### config.mk
export PLATFORM = sky130hd
export DESIGN_NAME = pllps_top
export DESIGN_NICKNAME = d
export VERILOG_FILES = /design/src/core/pllps_shifter.v /design/src/core/pllps_sync.v /design/src/core/pllps_top.v
export VERILOG_INCLUDE_DIRS = /design/src /design/src/shared
export SDC_FILE = /design/constraint.sdc
export NUM_CORES = 1
export LEC_CHECK = 0
export CELL_PAD_IN_SITES_DETAIL_PLACEMENT = 0
export CELL_PAD_IN_SITES_GLOBAL_PLACEMENT = 2
export CORE_MARGIN = 1
export CORE_UTILIZATION = 23
export DETAILED_ROUTE_END_ITERATION = 8
export DONT_BUFFER_PORTS = 1
export GPL_ROUTABILITY_DRIVEN = 0
export GPL_TIMING_DRIVEN = 1
export HOLD_SLACK_MARGIN = 0.12
export PLACE_DENSITY_LB_ADDON = 0.1
export SLEW_MARGIN = 20
export SYNTH_ARGS = -nofsm -noshare
export SYNTH_HDL_FRONTEND = slang
export SYNTH_SLANG_ARGS = --single-unit
### constraint.sdc
create_clock -name clk_in -period 3.45 [get_ports clk_in]
set_clock_uncertainty 0.2 [all_clocks]
set_input_delay 0.1725 -clock clk_in [delete_from_list [all_inputs] [get_ports clk_in]]
set_output_delay 0.1725 -clock clk_in [all_outputs]
set_load 0.02 [all_outputs]
### src/shared/pllps_regs.vh
`ifndef PLLPS_REGS_VH
`define PLLPS_REGS_VH

// Serial word layout, last bit shifted sits at bit 0
`define PLLPS_SR_W 23
`define PLLPS_CNT_LSB 0
`define PLLPS_CNT_W 2
`define PLLPS_R_LSB 2
`define PLLPS_R_W 14
`define PLLPS_LDS_BIT 2
`define PLLPS_SW_BIT 3
`define PLLPS_FC_BIT 4
`define PLLPS_A_LSB 5
`define PLLPS_A_W 7
`define PLLPS_N_LSB 12
`define PLLPS_N_W 11

// Control codes selecting the target of a word
`define PLLPS_CNT_REF_IF 2'h0
`define PLLPS_CNT_REF_RF 2'h1
`define PLLPS_CNT_N_IF 2'h2
`define PLLPS_CNT_N_RF 2'h3

// Reset values
`define PLLPS_R_RST 14'h0005
`define PLLPS_N_RST 11'h005
`define PLLPS_A_RST 7'h00

// Lock detect, in reference oscillator periods and comparisons
`define PLLPS_ERR_UNLOCK 5'h02
`define PLLPS_ERR_MAX 5'h1f
`define PLLPS_LOCK_CMP 2'h3
`define PLLPS_UNLK_HIGH 5'h08
`define PLLPS_UNLK_LOW 5'h10

// Anti dead zone overlap and wake limiting, in clk_in cycles and comparisons
`define PLLPS_DZ_CYC 2'h2
`define PLLPS_WAKE_CMP 3'h4
`define PLLPS_LIM_CYC 5'h08

`endif

### src/core/pllps_shifter.v
`timescale 1ns/1ps
`include "pllps_regs.vh"

// Serial input shift register with load strobe
module pllps_shifter (
  input wire clk_in, // System clock
  input wire nrst_in, // Async reset, active low
  input wire sclk_rise_in, // Serial clock rising edge pulse
  input wire sdata_in, // Synchronised serial data
  input wire load_rise_in, // Load enable rising edge pulse
  output reg [`PLLPS_SR_W-1:0] word_out, // Last loaded word
  output reg word_valid_out // One cycle pulse per load
);
  reg [`PLLPS_SR_W-1:0] shift;

  // One bit per serial clock rising edge, MSB first
  always @(posedge clk_in or negedge nrst_in) begin
    if (!nrst_in) begin
      shift <= {`PLLPS_SR_W{1'b0}};
      word_out <= {`PLLPS_SR_W{1'b0}};
      word_valid_out <= 1'b0;
    end else begin
      word_valid_out <= load_rise_in;
      if (sclk_rise_in) begin
        shift <= {shift[`PLLPS_SR_W-2:0], sdata_in};
      end
      if (load_rise_in) begin
        word_out <= shift;
      end
    end
  end
endmodule

### src/core/pllps_sync.v
`timescale 1ns/1ps
`include "pllps_regs.vh"

// Two flop synchroniser with rising edge detect on the synced level
module pllps_sync #(
  parameter W = 1
) (
  input wire clk_in, // System clock
  input wire nrst_in, // Async reset, active low
  input wire [W-1:0] raw_in, // Asynchronous pins
  output wire [W-1:0] level_out, // Synchronised level
  output wire [W-1:0] rise_out // One cycle pulse on rising edge
);
  reg [W-1:0] meta;
  reg [W-1:0] sync;
  reg [W-1:0] last;

  // Flop chain; meta is read by sync only
  always @(posedge clk_in or negedge nrst_in) begin
    if (!nrst_in) begin
      meta <= {W{1'b0}};
      sync <= {W{1'b0}};
      last <= {W{1'b0}};
    end else begin
      meta <= raw_in;
      sync <= meta;
      last <= sync;
    end
  end

  assign level_out = sync;
  assign rise_out = sync & ~last;
endmodule

### src/core/pllps_top.v
`timescale 1ns/1ps
`include "pllps_regs.vh"

// How it works
// Serial clock rising edge shifts one bit
// Phase error two or more drops lock
// Three good comparisons in a row raise lock
// Minimum overlap pulses remove detector dead zone
// Unlock pulses: high 8, low 16 periods
// Low wake pin puts section to sleep
// Serial words stored even while sleeping
// Sleeping section floats output, reports locked
// Wake restarts dividers, caps early error pulses
// Counters gated per section, buffer by either
// Host holds pins low at power on
module pllps_top (
  input wire clk_in, // 40 MHz system clock
  input wire nrst_in, // Async reset, active low
  input wire reference_osc_in, // Reference oscillator pin
  input wire fb_if_in, // IF prescaled feedback pin
  input wire fb_rf_in, // RF prescaled feedback pin
  input wire serial_clk_in, // Serial clock pin
  input wire serial_data_in, // Serial data pin
  input wire serial_load_in, // Word load enable pin
  input wire if_section_wake_n, // IF power save, low sleeps
  input wire rf_section_wake_n, // RF power save, low sleeps
  output wire phase_error_if_out, // IF detector drive level
  output wire phase_error_if_oe_n_out, // IF drive enable, low drives
  output wire phase_error_rf_out, // RF detector drive level
  output wire phase_error_rf_oe_n_out, // RF drive enable, low drives
  output reg lock_indicator_out, // Lock indication or test output
  output reg if_counters_on_out, // IF counters running
  output reg rf_counters_on_out, // RF counters running
  output reg osc_buffer_on_out // Reference buffer running
);
  wire [5:0] pin_lvl;
  wire [5:0] pin_rise;
  wire [1:0] wake_lvl;
  wire [1:0] wake_rise;
  wire [`PLLPS_SR_W-1:0] word;
  wire word_valid;
  wire osc_on;
  wire osc_tick;
  wire [1:0] lk;
  wire [1:0] pe_lvl;
  wire [1:0] pe_oen;
  wire fr_if;
  reg [`PLLPS_R_W-1:0] ref_div [0:1];
  reg [`PLLPS_N_W-1:0] n_div [0:1];
  reg [`PLLPS_A_W-1:0] a_div [0:1];
  reg [1:0] fc;
  reg [1:0] psw;
  reg lds;
  reg [4:0] ulk_cnt;
  reg ulk_high;

  // Pins from outside the clock domain
  pllps_sync #(.W(6)) u_pins (
    .clk_in(clk_in),
    .nrst_in(nrst_in),
    .raw_in({serial_load_in, serial_data_in, serial_clk_in,
             fb_rf_in, fb_if_in, reference_osc_in}),
    .level_out(pin_lvl),
    .rise_out(pin_rise)
  );

  pllps_sync #(.W(2)) u_wake (
    .clk_in(clk_in),
    .nrst_in(nrst_in),
    .raw_in({rf_section_wake_n, if_section_wake_n}),
    .level_out(wake_lvl),
    .rise_out(wake_rise)
  );

  // Serial shifter always runs, sleep or not
  pllps_shifter u_shift (
    .clk_in(clk_in),
    .nrst_in(nrst_in),
    .sclk_rise_in(pin_rise[3]),
    .sdata_in(pin_lvl[4]),
    .load_rise_in(pin_rise[5]),
    .word_out(word),
    .word_valid_out(word_valid)
  );

  // Reference buffer on while either section awake
  assign osc_on = wake_lvl[0] | wake_lvl[1];
  assign osc_tick = pin_rise[0] & osc_on;

  // Setting words latched regardless of sleep state
  always @(posedge clk_in or negedge nrst_in) begin
    if (!nrst_in) begin
      ref_div[0] <= `PLLPS_R_RST;
      ref_div[1] <= `PLLPS_R_RST;
      n_div[0] <= `PLLPS_N_RST;
      n_div[1] <= `PLLPS_N_RST;
      a_div[0] <= `PLLPS_A_RST;
      a_div[1] <= `PLLPS_A_RST;
      fc <= 2'h3;
      psw <= 2'h0;
      lds <= 1'b0;
    end else if (word_valid) begin
      case (word[`PLLPS_CNT_LSB+`PLLPS_CNT_W-1:`PLLPS_CNT_LSB])
        `PLLPS_CNT_REF_IF: begin
          ref_div[0] <= word[`PLLPS_R_LSB+`PLLPS_R_W-1:`PLLPS_R_LSB];
        end
        `PLLPS_CNT_REF_RF: begin
          ref_div[1] <= word[`PLLPS_R_LSB+`PLLPS_R_W-1:`PLLPS_R_LSB];
        end
        `PLLPS_CNT_N_IF: begin
          n_div[0] <= word[`PLLPS_N_LSB+`PLLPS_N_W-1:`PLLPS_N_LSB];
          a_div[0] <= word[`PLLPS_A_LSB+`PLLPS_A_W-1:`PLLPS_A_LSB];
          fc[0] <= word[`PLLPS_FC_BIT];
          psw[0] <= word[`PLLPS_SW_BIT];
          lds <= word[`PLLPS_LDS_BIT];
        end
        default: begin
          n_div[1] <= word[`PLLPS_N_LSB+`PLLPS_N_W-1:`PLLPS_N_LSB];
          a_div[1] <= word[`PLLPS_A_LSB+`PLLPS_A_W-1:`PLLPS_A_LSB];
          fc[1] <= word[`PLLPS_FC_BIT];
          psw[1] <= word[`PLLPS_SW_BIT];
        end
      endcase
    end
  end

  genvar s;
  generate
    for (s = 0; s < 2; s = s + 1) begin : sec
      wire run;
      wire t_ref;
      wire t_fb;
      wire cmp;
      wire up_win;
      wire lim_hit;
      reg [`PLLPS_R_W-1:0] rcnt;
      reg [`PLLPS_N_W-1:0] ncnt;
      reg fr;
      reg fp;
      reg up;
      reg dn;
      reg lead;
      reg [1:0] hold;
      reg [4:0] err;
      reg [1:0] good;
      reg locked;
      reg [2:0] wcmp;
      reg [4:0] dcnt;
      reg pe;
      reg pe_oe_n;

      assign run = wake_lvl[s];
      assign t_ref = osc_tick & run;
      assign t_fb = pin_rise[1+s] & run;

      // Reference and feedback dividers, restarted together on wake
      always @(posedge clk_in or negedge nrst_in) begin
        if (!nrst_in) begin
          rcnt <= {`PLLPS_R_W{1'b0}};
          ncnt <= {`PLLPS_N_W{1'b0}};
          fr <= 1'b0;
          fp <= 1'b0;
        end else if (!run || wake_rise[s]) begin
          rcnt <= {`PLLPS_R_W{1'b0}};
          ncnt <= {`PLLPS_N_W{1'b0}};
          fr <= 1'b0;
          fp <= 1'b0;
        end else begin
          fr <= 1'b0;
          fp <= 1'b0;
          if (t_ref) begin
            if (rcnt >= ref_div[s] - 1'b1) begin
              rcnt <= {`PLLPS_R_W{1'b0}};
              fr <= 1'b1;
            end else begin
              rcnt <= rcnt + 1'b1;
            end
          end
          if (t_fb) begin
            if (ncnt >= n_div[s] - 1'b1) begin
              ncnt <= {`PLLPS_N_W{1'b0}};
              fp <= 1'b1;
            end else begin
              ncnt <= ncnt + 1'b1;
            end
          end
        end
      end

      // Comparison completes when both edges have been seen
      assign cmp = (up | fr) & (dn | fp) & ~(up & dn);

      // Phase frequency detector with forced overlap
      always @(posedge clk_in or negedge nrst_in) begin
        if (!nrst_in) begin
          up <= 1'b0;
          dn <= 1'b0;
          lead <= 1'b1;
          hold <= 2'h0;
          err <= 5'h00;
        end else if (!run) begin
          up <= 1'b0;
          dn <= 1'b0;
          hold <= 2'h0;
          err <= 5'h00;
        end else if (up && dn) begin
          // Both sides stay on a minimum time
          if (hold == `PLLPS_DZ_CYC - 1'b1) begin
            up <= 1'b0;
            dn <= 1'b0;
            hold <= 2'h0;
            err <= 5'h00;
          end else begin
            hold <= hold + 1'b1;
          end
        end else begin
          if (fr) begin
            up <= 1'b1;
          end
          if (fp) begin
            dn <= 1'b1;
          end
          if (!up && !dn && (fr || fp)) begin
            lead <= fr;
          end
          if ((up ^ dn) && t_ref && err != `PLLPS_ERR_MAX) begin
            err <= err + 1'b1;
          end
        end
      end

      // Lock detect over consecutive comparisons
      always @(posedge clk_in or negedge nrst_in) begin
        if (!nrst_in) begin
          good <= `PLLPS_LOCK_CMP;
          locked <= 1'b1;
        end else if (!run) begin
          good <= `PLLPS_LOCK_CMP;
          locked <= 1'b1;
        end else if (cmp) begin
          if (err >= `PLLPS_ERR_UNLOCK) begin
            good <= 2'h0;
            locked <= 1'b0;
          end else if (good >= `PLLPS_LOCK_CMP - 1'b1) begin
            good <= `PLLPS_LOCK_CMP;
            locked <= 1'b1;
          end else begin
            good <= good + 1'b1;
          end
        end
      end

      // Early comparisons after wake have capped drive
      assign lim_hit = (wcmp != `PLLPS_WAKE_CMP) && (dcnt >= `PLLPS_LIM_CYC);
      assign up_win = lead;

      always @(posedge clk_in or negedge nrst_in) begin
        if (!nrst_in) begin
          wcmp <= 3'h0;
          dcnt <= 5'h00;
        end else if (!run || wake_rise[s]) begin
          wcmp <= 3'h0;
          dcnt <= 5'h00;
        end else begin
          if (cmp && wcmp != `PLLPS_WAKE_CMP) begin
            wcmp <= wcmp + 1'b1;
          end
          if (!(up | dn)) begin
            dcnt <= 5'h00;
          end else if (!lim_hit) begin
            dcnt <= dcnt + 1'b1;
          end
        end
      end

      // Registered drive; float when idle, asleep or capped
      always @(posedge clk_in or negedge nrst_in) begin
        if (!nrst_in) begin
          pe <= 1'b0;
          pe_oe_n <= 1'b1;
        end else begin
          pe <= up_win ? fc[s] : ~fc[s];
          pe_oe_n <= ~(run & (up | dn) & ~lim_hit);
        end
      end

      assign lk[s] = locked;
      assign pe_lvl[s] = pe;
      assign pe_oen[s] = pe_oe_n;
    end
  endgenerate

  assign phase_error_if_out = pe_lvl[0];
  assign phase_error_if_oe_n_out = pe_oen[0];
  assign phase_error_rf_out = pe_lvl[1];
  assign phase_error_rf_oe_n_out = pe_oen[1];
  assign fr_if = sec[0].fr;

  // Unlock pulse train timed by reference periods
  always @(posedge clk_in or negedge nrst_in) begin
    if (!nrst_in) begin
      ulk_cnt <= 5'h00;
      ulk_high <= 1'b0;
    end else if (lk[0] && lk[1]) begin
      ulk_cnt <= 5'h00;
      ulk_high <= 1'b0;
    end else if (osc_tick) begin
      if (!ulk_high && ulk_cnt >= `PLLPS_UNLK_LOW - 1'b1) begin
        ulk_cnt <= 5'h00;
        ulk_high <= 1'b1;
      end else if (ulk_high && ulk_cnt >= `PLLPS_UNLK_HIGH - 1'b1) begin
        ulk_cnt <= 5'h00;
        ulk_high <= 1'b0;
      end else begin
        ulk_cnt <= ulk_cnt + 1'b1;
      end
    end
  end

  // Lock output and power state outputs
  always @(posedge clk_in or negedge nrst_in) begin
    if (!nrst_in) begin
      lock_indicator_out <= 1'b1;
      if_counters_on_out <= 1'b0;
      rf_counters_on_out <= 1'b0;
      osc_buffer_on_out <= 1'b0;
    end else begin
      if (lds) begin
        lock_indicator_out <= fr_if;
      end else begin
        lock_indicator_out <= (lk[0] & lk[1]) | ulk_high;
      end
      if_counters_on_out <= wake_lvl[0];
      rf_counters_on_out <= wake_lvl[1];
      osc_buffer_on_out <= osc_on;
    end
  end
endmodule

==> flow_summary.json, run 1 <==
{
  "ctsHoldBuffers": 16,
  "worstMarginPinSlew_ns": 0.885,
  "hp-class": "in -> async",
  "cp_num_buf_inv": 0,
  "drtIter0Drc": 438,
  "place_ws_ns": 0.0160,
  "overflow": 0,
  "relSlewSlack_pct": 40.8,
  "worst-setup-path-type": "reg -> reg",
  "startpoint": "ref_div[3]",
  "antenna_found_initial": 1,
  "h-tree-depth": 1,
  "r2r_slack_ns": 0.23,
  "initial_core_util_pct": 23.5,
  "num_io_pins": 18,
  "nets": 1191,
  "cts_sinks": 231,
  "r2r_cells": 12,
  "cts_max_path_buffers": 3,
  "synthMostInstantiatedCell": "dfrtp_1",
  "hold_violations": 231,
  "outcome": "complete, but fails checks",
  "clkTransAtPathRegs_ns": 0.06,
  "worstPathRequired_ns": 3.73,
  "synth.top_cells.by_count": "210 x dfrtp_1, 97 x mux2_2, 84 x nand2_1",
  "finalWorstSetupSlack_ns": 0.226,
  "grt_max_degree": 232,
  "drv_cap": 0,
  "fillers": 5198,
  "die_h_um": 226,
  "grt_pass1_vias": 8069,
  "syn_to_final_growth_pct": 19.0,
  "drt_first_pass_iters": 4,
  "ys_warn_count": 0,
  "fin_crit_ns": 3.22,
  "num_rows": 81,
  "peakVddDrop_uv": 359,
  "synth_edf_count": 0,
  "drc_errors": 0,
  "vias": 7744,
  "antennaDiodeCount": 0,
  "clkLatencyLatePin_ns": 0.57,
  "cp_top_family": "simple AND/OR/NAND/NOR gates",
  "synth_cell_type_count": 62,
  "cts_buffers": 31,
  "drive_gt1_share_pct": 19.3,
  "ant_nets": 0,
  "cts-root-buf": "clkbuf_16",
  "cp.arrival_ns": 3.51,
  "cts_tree": "yes",
  "setup_tns_ns": 0,
  "finalPower_mw": 8.61,
  "io_buffers": 0,
  "p_per_area_mw_per_mm2": 625,
  "synthesis.area_mm2": 0.0116,
  "drv_slew": 0,
  "avgSynthCellArea_um2": 11.0,
  "synth_area_leaders": "dfrtp_1 45%, mux2_2 9.4%, ha_1 8.3%",
  "worst_path_max_delay_cell": "dfrtp_1",
  "core_mm2": 0.0493,
  "worstSetupEndpointType": "flip-flop",
  "wl_um": 28900,
  "routedWlPerCell_um": 16.1,
  "finalCritPeriodShare_pct": 93.4,
  "violations": "hold timing",
  "synth_nets": 1137,
  "setup_viol": 0,
  "synth_top_area_share_pct": 45.4,
  "grt_pass1_wl_um": 47300,
  "viasPerCell": 4.32,
  "hold_ws_ns": -0.889,
  "ys_ff_latch": 231,
  "cp_max_fo": 7,
  "r2r_end": "sec[1].rcnt[13]",
  "rsz0062_at_grt": "no",
  "grtUsageTotal_pct": 11.8,
  "leakage_nw": 6.12,
  "path_cells": "nor3_2 -> and3_4 -> nand2_1 -> nor3_1 -> xnor2_1 -> ha_1 -> a211oi_1 -> nor2_1 -> a2111oi_4 -> nand2_2 -> or3_1 -> o21ai_2",
  "reg2reg_from": "ref_div[3]",
  "fmax_mhz": 310,
  "cp-start-kind": "flip-flop",
  "critPathMaxStageDelay_ns": 0.42,
  "synth_ff_type": "dfrtp_1",
  "dp_hpwl_um": 20000,
  "synthCells": 1050,
  "ys_seq_area_share_pct": 50.2,
  "ys_async_sr_fraction_pct": 100,
  "fp.dieArea_mm2": 0.0512,
  "yosys.area.top_type": "dfrtp_1",
  "fp.dieW_um": 226
}
## timing repair
| action | in CTS | in global routing |
|---|---|---|
| buffers inserted | 0 | 4 |
| hold endpoints to repair | 239 | 231 |
| resized for setup | 0 | 9 |
| setup endpoints to repair | 0 | 26 |
## cell usage in the layout, fill, tap and decap left out, types with 4 or more instances in the layout
master         Yosys  layout
o211ai_1           4       4
nand4_1           21      21
and4_1             7       7
inv_1             39      39
a31oi_1            7       7
or3_1              5       5
nand3_1           42      42
mux2i_1            4       4
ha_1              77      77
dfstp_2           21      21
clkbuf_1          16       7
xnor2_1           42      42
nor2b_1           11       9
nor3_1            44      42
nor4_1            11       8
nand2b_1           7       6
o21ai_0           34      34
nand3b_1           6       6
dlygate4sd3_1      0      16
clkinv_2           0       5
mux2_2            97      97
a21o_1            12      12
clkbuf_16          0      31
xor2_1            43      43
or4_1              4       4
dfrtp_1          210     210
nand2_1           84      84
buf_4              1      25
a21boi_0           4       4
and3_1            14      13
clkbuf_8           0       7
nor3b_1            7       7
a21oi_1           42      42
and2_1             7       7
nor2_1            77      76
## metal layers
metal	vias up	routed length [µm]	GRT usage [%]
li1	3834	-	-
met1	3812	14400	16.6
met2	60	13100	18.6
met3	38	749	2.05
met4	0	616	2.92
met5	-	0	0
## through the flow
| step | cell area [µm²] | instances | util [%] |
|---|---|---|---|
| 6_report | 13800 | 1791 | 28.0 |
| 3_3_place_gp | 12500 | 1715 | 25.4 |
| 4_1_cts | 13700 | 1787 | 27.8 |
| 2_1_floorplan | 11600 | 1050 | - |
| 5_1_grt | 13800 | 1791 | 28.0 |
| 3_5_place_dp | 12500 | 1715 | 25.4 |
## kinds of logic (layout without fill, tap and decap cells)
logic type | Yosys count | in the layout | synth area share (%)
AO/OA/AOI/OAI | 134 | 134 | 7.43
XOR/XNOR | 85 | 85 | 6.44
adder cells (fa/ha/maj) | 77 | 77 | 8.33
buffers and inverters | 60 | 137 | 2.00
flip-flops | 231 | 231 | 50.2
multiplexers | 101 | 101 | 9.79
AND/OR/NAND/NOR | 362 | 362 | 15.8
## report_power, final
group / total, mW / leakage, nW / internal, mW / switching, mW
clock network: 3.27 / 0.507 / 2.01 / 1.25
logic: 1.79 / 2.59 / 0.906 / 0.882
registers: 3.55 / 3.02 / 3.10 / 0.450
## sequential cells by signal (all words and copies together), names as in the netlist, 10 cells and up
| register | flops |
|---|---|
| ref_div | 28 |
| sec.rcnt | 28 |
| u_shift.shift | 23 |
| u_shift.word_out | 23 |
| n_div | 22 |
| sec.ncnt | 22 |
| sec.dcnt | 10 |
| sec.err | 10 |
## worst max path at each step
stage	endpoint	depth (start not counted)
3_5_place_dp	sec[1].rcnt[8]	11
2_1_floorplan	sec[0].rcnt[6]	14
6_report	sec[1].rcnt[13]	12
4_1_cts	sec[1].rcnt[8]	11
3_3_place_gp	sec[1].rcnt[4]	11
5_1_grt	sec[1].rcnt[12]	12
## cell type report
type	instances	area (µm²)	share of cell area [%]
tap	664	831	6.03
inverter	39	146	1.06
clock inverter	11	139	1.01
clock buffer	45	898	6.52
sequential	231	5810	42.2
multi-input combinational	759	5580	40.5
timing repair buffer	42	368	2.67
(Power assumes the default switching activity.)
==> run 2: changes to the inputs <==
--- a/config.mk
+++ b/config.mk
@@ -6,6 +6,7 @@
 export SDC_FILE = /design/constraint.sdc
 export NUM_CORES = 1
 export LEC_CHECK = 0
+export ABC_AREA = 1
 export CELL_PAD_IN_SITES_DETAIL_PLACEMENT = 0
 export CELL_PAD_IN_SITES_GLOBAL_PLACEMENT = 2
 export CORE_MARGIN = 1
@@ -16,6 +17,7 @@
 export GPL_TIMING_DRIVEN = 1
 export HOLD_SLACK_MARGIN = 0.12
 export PLACE_DENSITY_LB_ADDON = 0.1
+export REMOVE_ABC_BUFFERS = 1
 export SLEW_MARGIN = 20
 export SYNTH_ARGS = -nofsm -noshare
 export SYNTH_HDL_FRONTEND = slang
==> run 2 against run 1 <==
Against the previous run:
- the flow still finishes with violations (hold timing)
- register-to-register slack improved by 0.17 ns
- fmax up 5.6%
- sequential share of layout area fell by 0.90 points
- critical path depth is 4 higher
- via count increased by 18%
- clock power is 4% lower
- critical path type unchanged
- final cell count grew 23%
- non-clock buffer count is 18 lower
- wire length increased by 7.3%
- cell area up 2.2%
==> flow_summary.json, run 2 <==
{
  "outcome": "complete, but fails checks",
  "violations": "hold timing",
  "viasPerCell": 4.13,
  "synth_area_leaders": "dfrtp_1 43%, nand2_1 12%, ha_1 7.9%",
  "relSlewSlack_pct": 29.6,
  "peakVddDrop_uv": 373,
  "cts_buffers": 31,
  "ctsHoldBuffers": 16,
  "worst_path_max_delay_cell": "dfstp_2",
  "layout.cell_area.non_filler_mm2": 0.0141,
  "wl_um": 31000,
  "vias": 9107,
  "finalCritPeriodShare_pct": 88.5,
  "grt_pass1_vias": 9270,
  "fillers": 5633,
  "cp.arrival_ns": 3.34,
  "cts_max_path_buffers": 3,
  "num_io_pins": 18,
  "drc_errors": 0,
  "drv_cap": 0,
  "drive_gt1_share_pct": 6.75,
  "die_h_um": 232,
  "antenna_found_initial": 1,
  "core_mm2": 0.0517,
  "synth_top_area_share_pct": 43.3,
  "worstSetupEndpointType": "flip-flop",
  "num_rows": 83,
  "drtIter0Drc": 455,
  "fp.dieW_um": 232,
  "cp-start-kind": "flip-flop",
  "fp.dieArea_mm2": 0.0536,
  "hp-class": "in -> async",
  "worstMarginPinSlew_ns": 1.05,
  "reg.largest.list": "ref_div: 28 flops, sec.rcnt: 28 flops",
  "worst-setup-path-type": "reg -> reg",
  "place_ws_ns": 0.334,
  "cp_max_fo": 6,
  "synthCells": 1470,
  "io_buffers": 0,
  "fin_crit_ns": 3.05,
  "clkTransAtPathRegs_ns": 0.06,
  "ys_seq_area_share_pct": 47.9,
  "ant_nets": 0,
  "cts-root-buf": "clkbuf_16",
  "cts_sinks": 231,
  "p_per_area_mw_per_mm2": 614,
  "nets": 1590,
  "drt_first_pass_iters": 7,
  "setup_viol": 0,
  "avgSynthCellArea_um2": 8.25,
  "initial_core_util_pct": 23.4,
  "synth_edf_count": 0,
  "place_area_mm2": 0.0129,
  "rsz0062_at_grt": "no",
  "syn_to_final_growth_pct": 16.0,
  "path_cells": "inv_1 -> ha_1 -> inv_1 -> nor2_1 -> nand2_1 -> nor2_1 -> nand3_1 -> xor2_1 -> ha_1 -> nand2_1 -> inv_1 -> o21ai_0 -> nand3_1 -> nor2_1 -> nand2_1 -> a21oi_1",
  "finalWorstSetupSlack_ns": 0.396,
  "grt_pass1_wl_um": 51600,
  "layout_commonest_cell": "nand2_1",
  "yosys.area.top_type": "dfrtp_1",
  "worstPathRequired_ns": 3.74,
  "ys_async_sr_fraction_pct": 100,
  "grtUsageTotal_pct": 12.0,
  "post-route-util_pct": 27.2,
  "cts_tree": "yes",
  "drv_slew": 0,
  "hold_ws_ns": -0.903,
  "synthMostInstantiatedCell": "nand2_1",
  "ys_warn_count": 0,
  "setup_tns_ns": 0,
  "antennaDiodeCount": 0,
  "clkLatencyLatePin_ns": 0.56,
  "synth.top_cells.by_count": "374 x nand2_1, 210 x dfrtp_1, 194 x inv_1",
  "layout_common_cells": "374 x nand2_1, 210 x dfrtp_1, 194 x inv_1, 126 x nor2_1, 121 x o21ai_0",
  "dp_hpwl_um": 21900,
  "h-tree-depth": 1,
  "critPathMaxStageDelay_ns": 0.37,
  "leakage_nw": 6.66,
  "routedWlPerCell_um": 14.1,
  "grt_max_degree": 232,
  "synth_cell_type_count": 41,
  "synthesis.area_mm2": 0.0121,
  "fmax_mhz": 327,
  "hold_violations": 231,
  "ys_ff_latch": 231,
  "overflow": 0,
  "synth_ff_type": "dfrtp_1"
}
## run 2: changes by cell type after synthesis, sizes merged, moves of 10 or more
cell,change
a21oi,+20
nor4,-10
and3,-12
xnor2,-20
nand3,+44
o21ai,+90
mux2,-92
a21o,-12
nand2,+294
nor3,-17
nor2b,-11
nor2,+53
inv,+162
## run 2: timing repair
| item | CTS | global route |
|---|---|---|
| gates resized for setup | 0 | 1 |
| setup endpoints to repair | 0 | 11 |
| buffers inserted | 0 | 1 |
| endpoints found under the hold margin | 239 | 231 |
## run 2: metal layers
metal  vias up  GRT usage, %  routed length (µm)
li1       4795             -                   -
met1      4195          17.3               15900
met2        82          18.7               13600
met3        35          1.83                 887
met4         0          2.96                 683
met5         -             0                   0
## run 2: cell families (layout without fill, tap and decap cells)
family,count (synthesis),after routing,share of synthesized area [%]
AO/OA/AOI/OAI,205,205,8.88
XOR/XNOR,71,71,5.13
adder cells (fa/ha/maj),77,77,7.94
buffers and inverters,226,283,7.25
flip-flops,231,231,47.9
multiplexers,5,5,0.464
AND/OR/NAND/NOR,655,655,22.4
## run 2: worst paths after layout
check                      depth (start not counted)                   to           start  slack, ns
hold / removal                                     0       sec[0].dcnt[2]         nrst_in      -0.90
setup / recovery                                  16       sec[1].ncnt[4]        n_div[0]       0.40
hold reg to reg                                    0  u_wake.level_out[1]  u_wake.meta[1]       0.15
max in group asynchronous                          0             n_div[2]         nrst_in       3.46
min in group clk_in                                0  u_wake.level_out[1]  u_wake.meta[1]       0.15
setup reg to reg                                  16       sec[1].ncnt[4]        n_div[0]       0.40
## run 2: report_power, final
group | internal (mW) | total, mW | switching, mW
Clock | 1.87 | 3.13 | 1.26
Sequential | 3.06 | 3.35 | 0.291
Combinational | 0.843 | 2.15 | 1.31
## run 2: stage by stage
stage	hold WS (ns)	power, mW	std cells
floorplan	-0.323	5.00	1446
global placement	-0.309	5.62	2133
detailed placement	-0.309	5.62	2133
CTS	-0.942	8.89	2206
global route	-0.944	9.39	2207
finish	-0.903	8.64	2207
## run 2: final cells by class
type / instances / area (µm²) / area share (%)
inverters: 202 / 758 / 5.39
multi-input cells: 1013 / 5450 / 38.7
flip-flops and latches: 231 / 5810 / 41.3
clock inverters: 9 / 81.3 / 0.578
repair buffers: 24 / 220 / 1.56
clock buffers: 48 / 910 / 6.46
well taps: 680 / 851 / 6.05
## run 2: worst max-delay path, delay by kind of cell, from the launching register on
family / cells / cell delay [ns]
flip-flops: 1 / 0.37
buffers and inverters: 3 / 0.18
adder cells (fa/ha/maj): 2 / 0.52
AND/OR/NAND/NOR: 8 / 1.26
AO/OA/AOI/OAI: 2 / 0.27
XOR/XNOR: 1 / 0.16
==> run 3: changes to the inputs <==
--- a/config.mk
+++ b/config.mk
@@ -21,4 +21,5 @@
 export SLEW_MARGIN = 20
 export SYNTH_ARGS = -nofsm -noshare
 export SYNTH_HDL_FRONTEND = slang
+export SYNTH_HIERARCHICAL = 1
 export SYNTH_SLANG_ARGS = --single-unit
==> run 3 against run 2 <==
Against the previous run:
- utilization is 0.10 points higher
- hold slack better by 0.040 ns
- the run ends with DRC, hold timing left
- non-clock buffer count is 5 lower
- wire length is 1.2% higher
- first-iteration DRC count is 9.0% lower
- worst setup slack worse by 0.039 ns
- fmax is 1.3% lower
- critical path type unchanged
- synthesized area is 1.9% higher
- critical path depth is 1 higher
- synthesized cell count is 2.4% higher
- sequential power is 6.3% lower
- sequential share of layout area is 0.70 points lower
- largest power group is now clock
==> flow_summary.json, run 3 <==
{
  "outcome": "complete, but fails checks",
  "violations": "DRC, hold timing",
  "synthCells": 1506,
  "startpoint": "ref_div[14]",
  "cp-start-kind": "flip-flop",
  "antenna_found_initial": 0,
  "r2r_slack_ns": 0.36,
  "hold_violations": 233,
  "drtIter0Drc": 414,
  "relSlewSlack_pct": 38.3,
  "p_per_area_mw_per_mm2": 579,
  "worstPathRequired_ns": 3.70,
  "p_seq_share_pct": 37.5,
  "worst-setup-path-type": "reg -> reg",
  "antennaDiodeCount": 0,
  "finalCritPeriodShare_pct": 89.6,
  "combPwrFrac_pct": 18.5,
  "worstSetupEndpointType": "flip-flop",
  "ys_warn_count": 6,
  "setup_tns_ns": 0,
  "grt_pass1_vias": 9621,
  "worstMarginPinSlew_ns": 0.923,
  "syn_to_final_growth_pct": 16.8,
  "layout_common_cells": "438 x nand2_1, 212 x dfrtp_1, 199 x inv_1, 117 x nor2_1, 89 x o21ai_0",
  "rsz0062_at_grt": "no",
  "num_rows": 84,
  "drv_cap": 0,
  "r2r_cells": 17,
  "setup_viol": 0,
  "fp.dieArea_mm2": 0.0547,
  "ant_nets": 0,
  "instances_no_fill": 2253,
  "vias": 9277,
  "drv_slew": 0,
  "netSwitchingFraction_pct": 29.6,
  "reg.largest.list": "ref_div: 28 flops, sec.rcnt: 28 flops",
  "ctsResizeCount": 0,
  "fmax_mhz": 323,
  "overflow": 0,
  "fin_crit_ns": 3.09,
  "cp_max_fo": 9,
  "dp_hpwl_um": 21900,
  "clock_power_share_pct": 44.0,
  "num_io_pins": 18,
  "grtUsageTotal_pct": 12.3,
  "hp-class": "in -> async",
  "r2r_end": "sec[0].rcnt[3]",
  "grt_pass1_wl_um": 52600,
  "leakage_nw": 6.94,
  "internal_power_mw": 5.88,
  "initial_core_util_pct": 23.4,
  "avgSynthCellArea_um2": 8.21,
  "switchingPower_mw": 2.48,
  "cts_tree": "yes",
  "place_ws_ns": 0.357,
  "reg2reg_from": "ref_div[14]",
  "drt_first_pass_iters": 7,
  "viasPerCell": 4.12,
  "io_buffers": 0,
  "cts_sinks": 233,
  "core_mm2": 0.0529,
  "h-tree-depth": 2,
  "drc_errors": 4,
  "drive_gt1_share_pct": 7.67,
  "cts_max_path_buffers": 3,
  "post-route-util_pct": 27.3,
  "postCtsSetupRepairBufs": 0,
  "hold_ws_ns": -0.863,
  "cts-root-buf": "clkbuf_16",
  "synthesis.area_mm2": 0.0124,
  "peakVddDrop_uv": 299,
  "cp.arrival_ns": 3.35,
  "layout_commonest_cell": "nand2_1",
  "ctsHoldBuffers": 16,
  "cts_buffers": 34,
  "clkTransAtPathRegs_ns": 0.06,
  "clkLatencyLatePin_ns": 0.53,
  "grt_max_degree": 234,
  "die_h_um": 234,
  "nets": 1626,
  "wl_um": 31400,
  "fp.dieW_um": 234,
  "routedWlPerCell_um": 13.9,
  "finalWorstSetupSlack_ns": 0.357,
  "dp.cells": 2175
}
==> run 3: worst max path at each step <==
| stage | end | slack, ns | cells past startpoint |
|---|---|---|---|
| finish | sec[0].rcnt[3] | 0.36 | 17 |
| global route | sec[0].rcnt[13] | 0.01 | 17 |
| CTS | sec[0].rcnt[3] | 0.34 | 17 |
| detailed placement | sec[0].rcnt[5] | 0.36 | 17 |
| global placement | sec[1].ncnt[8] | 0.39 | 13 |
| floorplan | sec[0].rcnt[13] | 0.85 | 17 |
==> run 3: routing by layer <==
layer	wire length, µm	vias up	track usage (%)
met5	0	-	0
met4	762	0	4.30
met3	894	49	2.13
met2	13800	80	19.3
met1	15900	4294	16.8
li1	-	4854	-
==> run 3: layout make-up <==
class                      count  area [µm²]
clock inverter                14         184
tap                          688         861
fill                        5743       38400
multi-input combinational   1043        5570
sequential                   233        5860
clock buffer                  48        1010
timing repair buffer          19         183
inverter                     208         781
==> run 3: worst max-delay path: stages, from the launching register on <==
cell	delay, ns
dfstp_2	0.37
inv_1	0.11
ha_1	0.19
inv_1	0.06
nor2_1	0.19
nand4_1	0.12
nor2_1	0.16
nand3_1	0.10
xor2_1	0.14
inv_1	0.07
ha_1	0.29
nand2_1	0.06
inv_1	0.05
nand2_1	0.08
nor2_1	0.04
nand2_1	0.22
nand4_2	0.35
a21oi_1	0.23
==> run 3: stage by stage <==
stage	hold slack, ns	power, mW	area, µm²
finish	-0.863	8.36	14400
floorplan	-0.323	4.34	12200
global placement	-0.313	4.77	13100
detailed placement	-0.314	4.76	13100
CTS	-0.905	8.61	14400
global route	-0.906	8.97	14400
==> run 3: power by group through the flow <==
| stage | Combinational [mW] | Sequential, mW | Clock, mW |
|---|---|---|---|
| after floorplan | 1.22 | 3.12 | 0 |
| after global placement | 1.58 | 3.18 | 0 |
| after detailed placement | 1.57 | 3.19 | 0 |
| after CTS | 1.60 | 3.14 | 3.87 |
| after global routing | 1.83 | 3.17 | 3.97 |
| final | 1.55 | 3.14 | 3.68 |
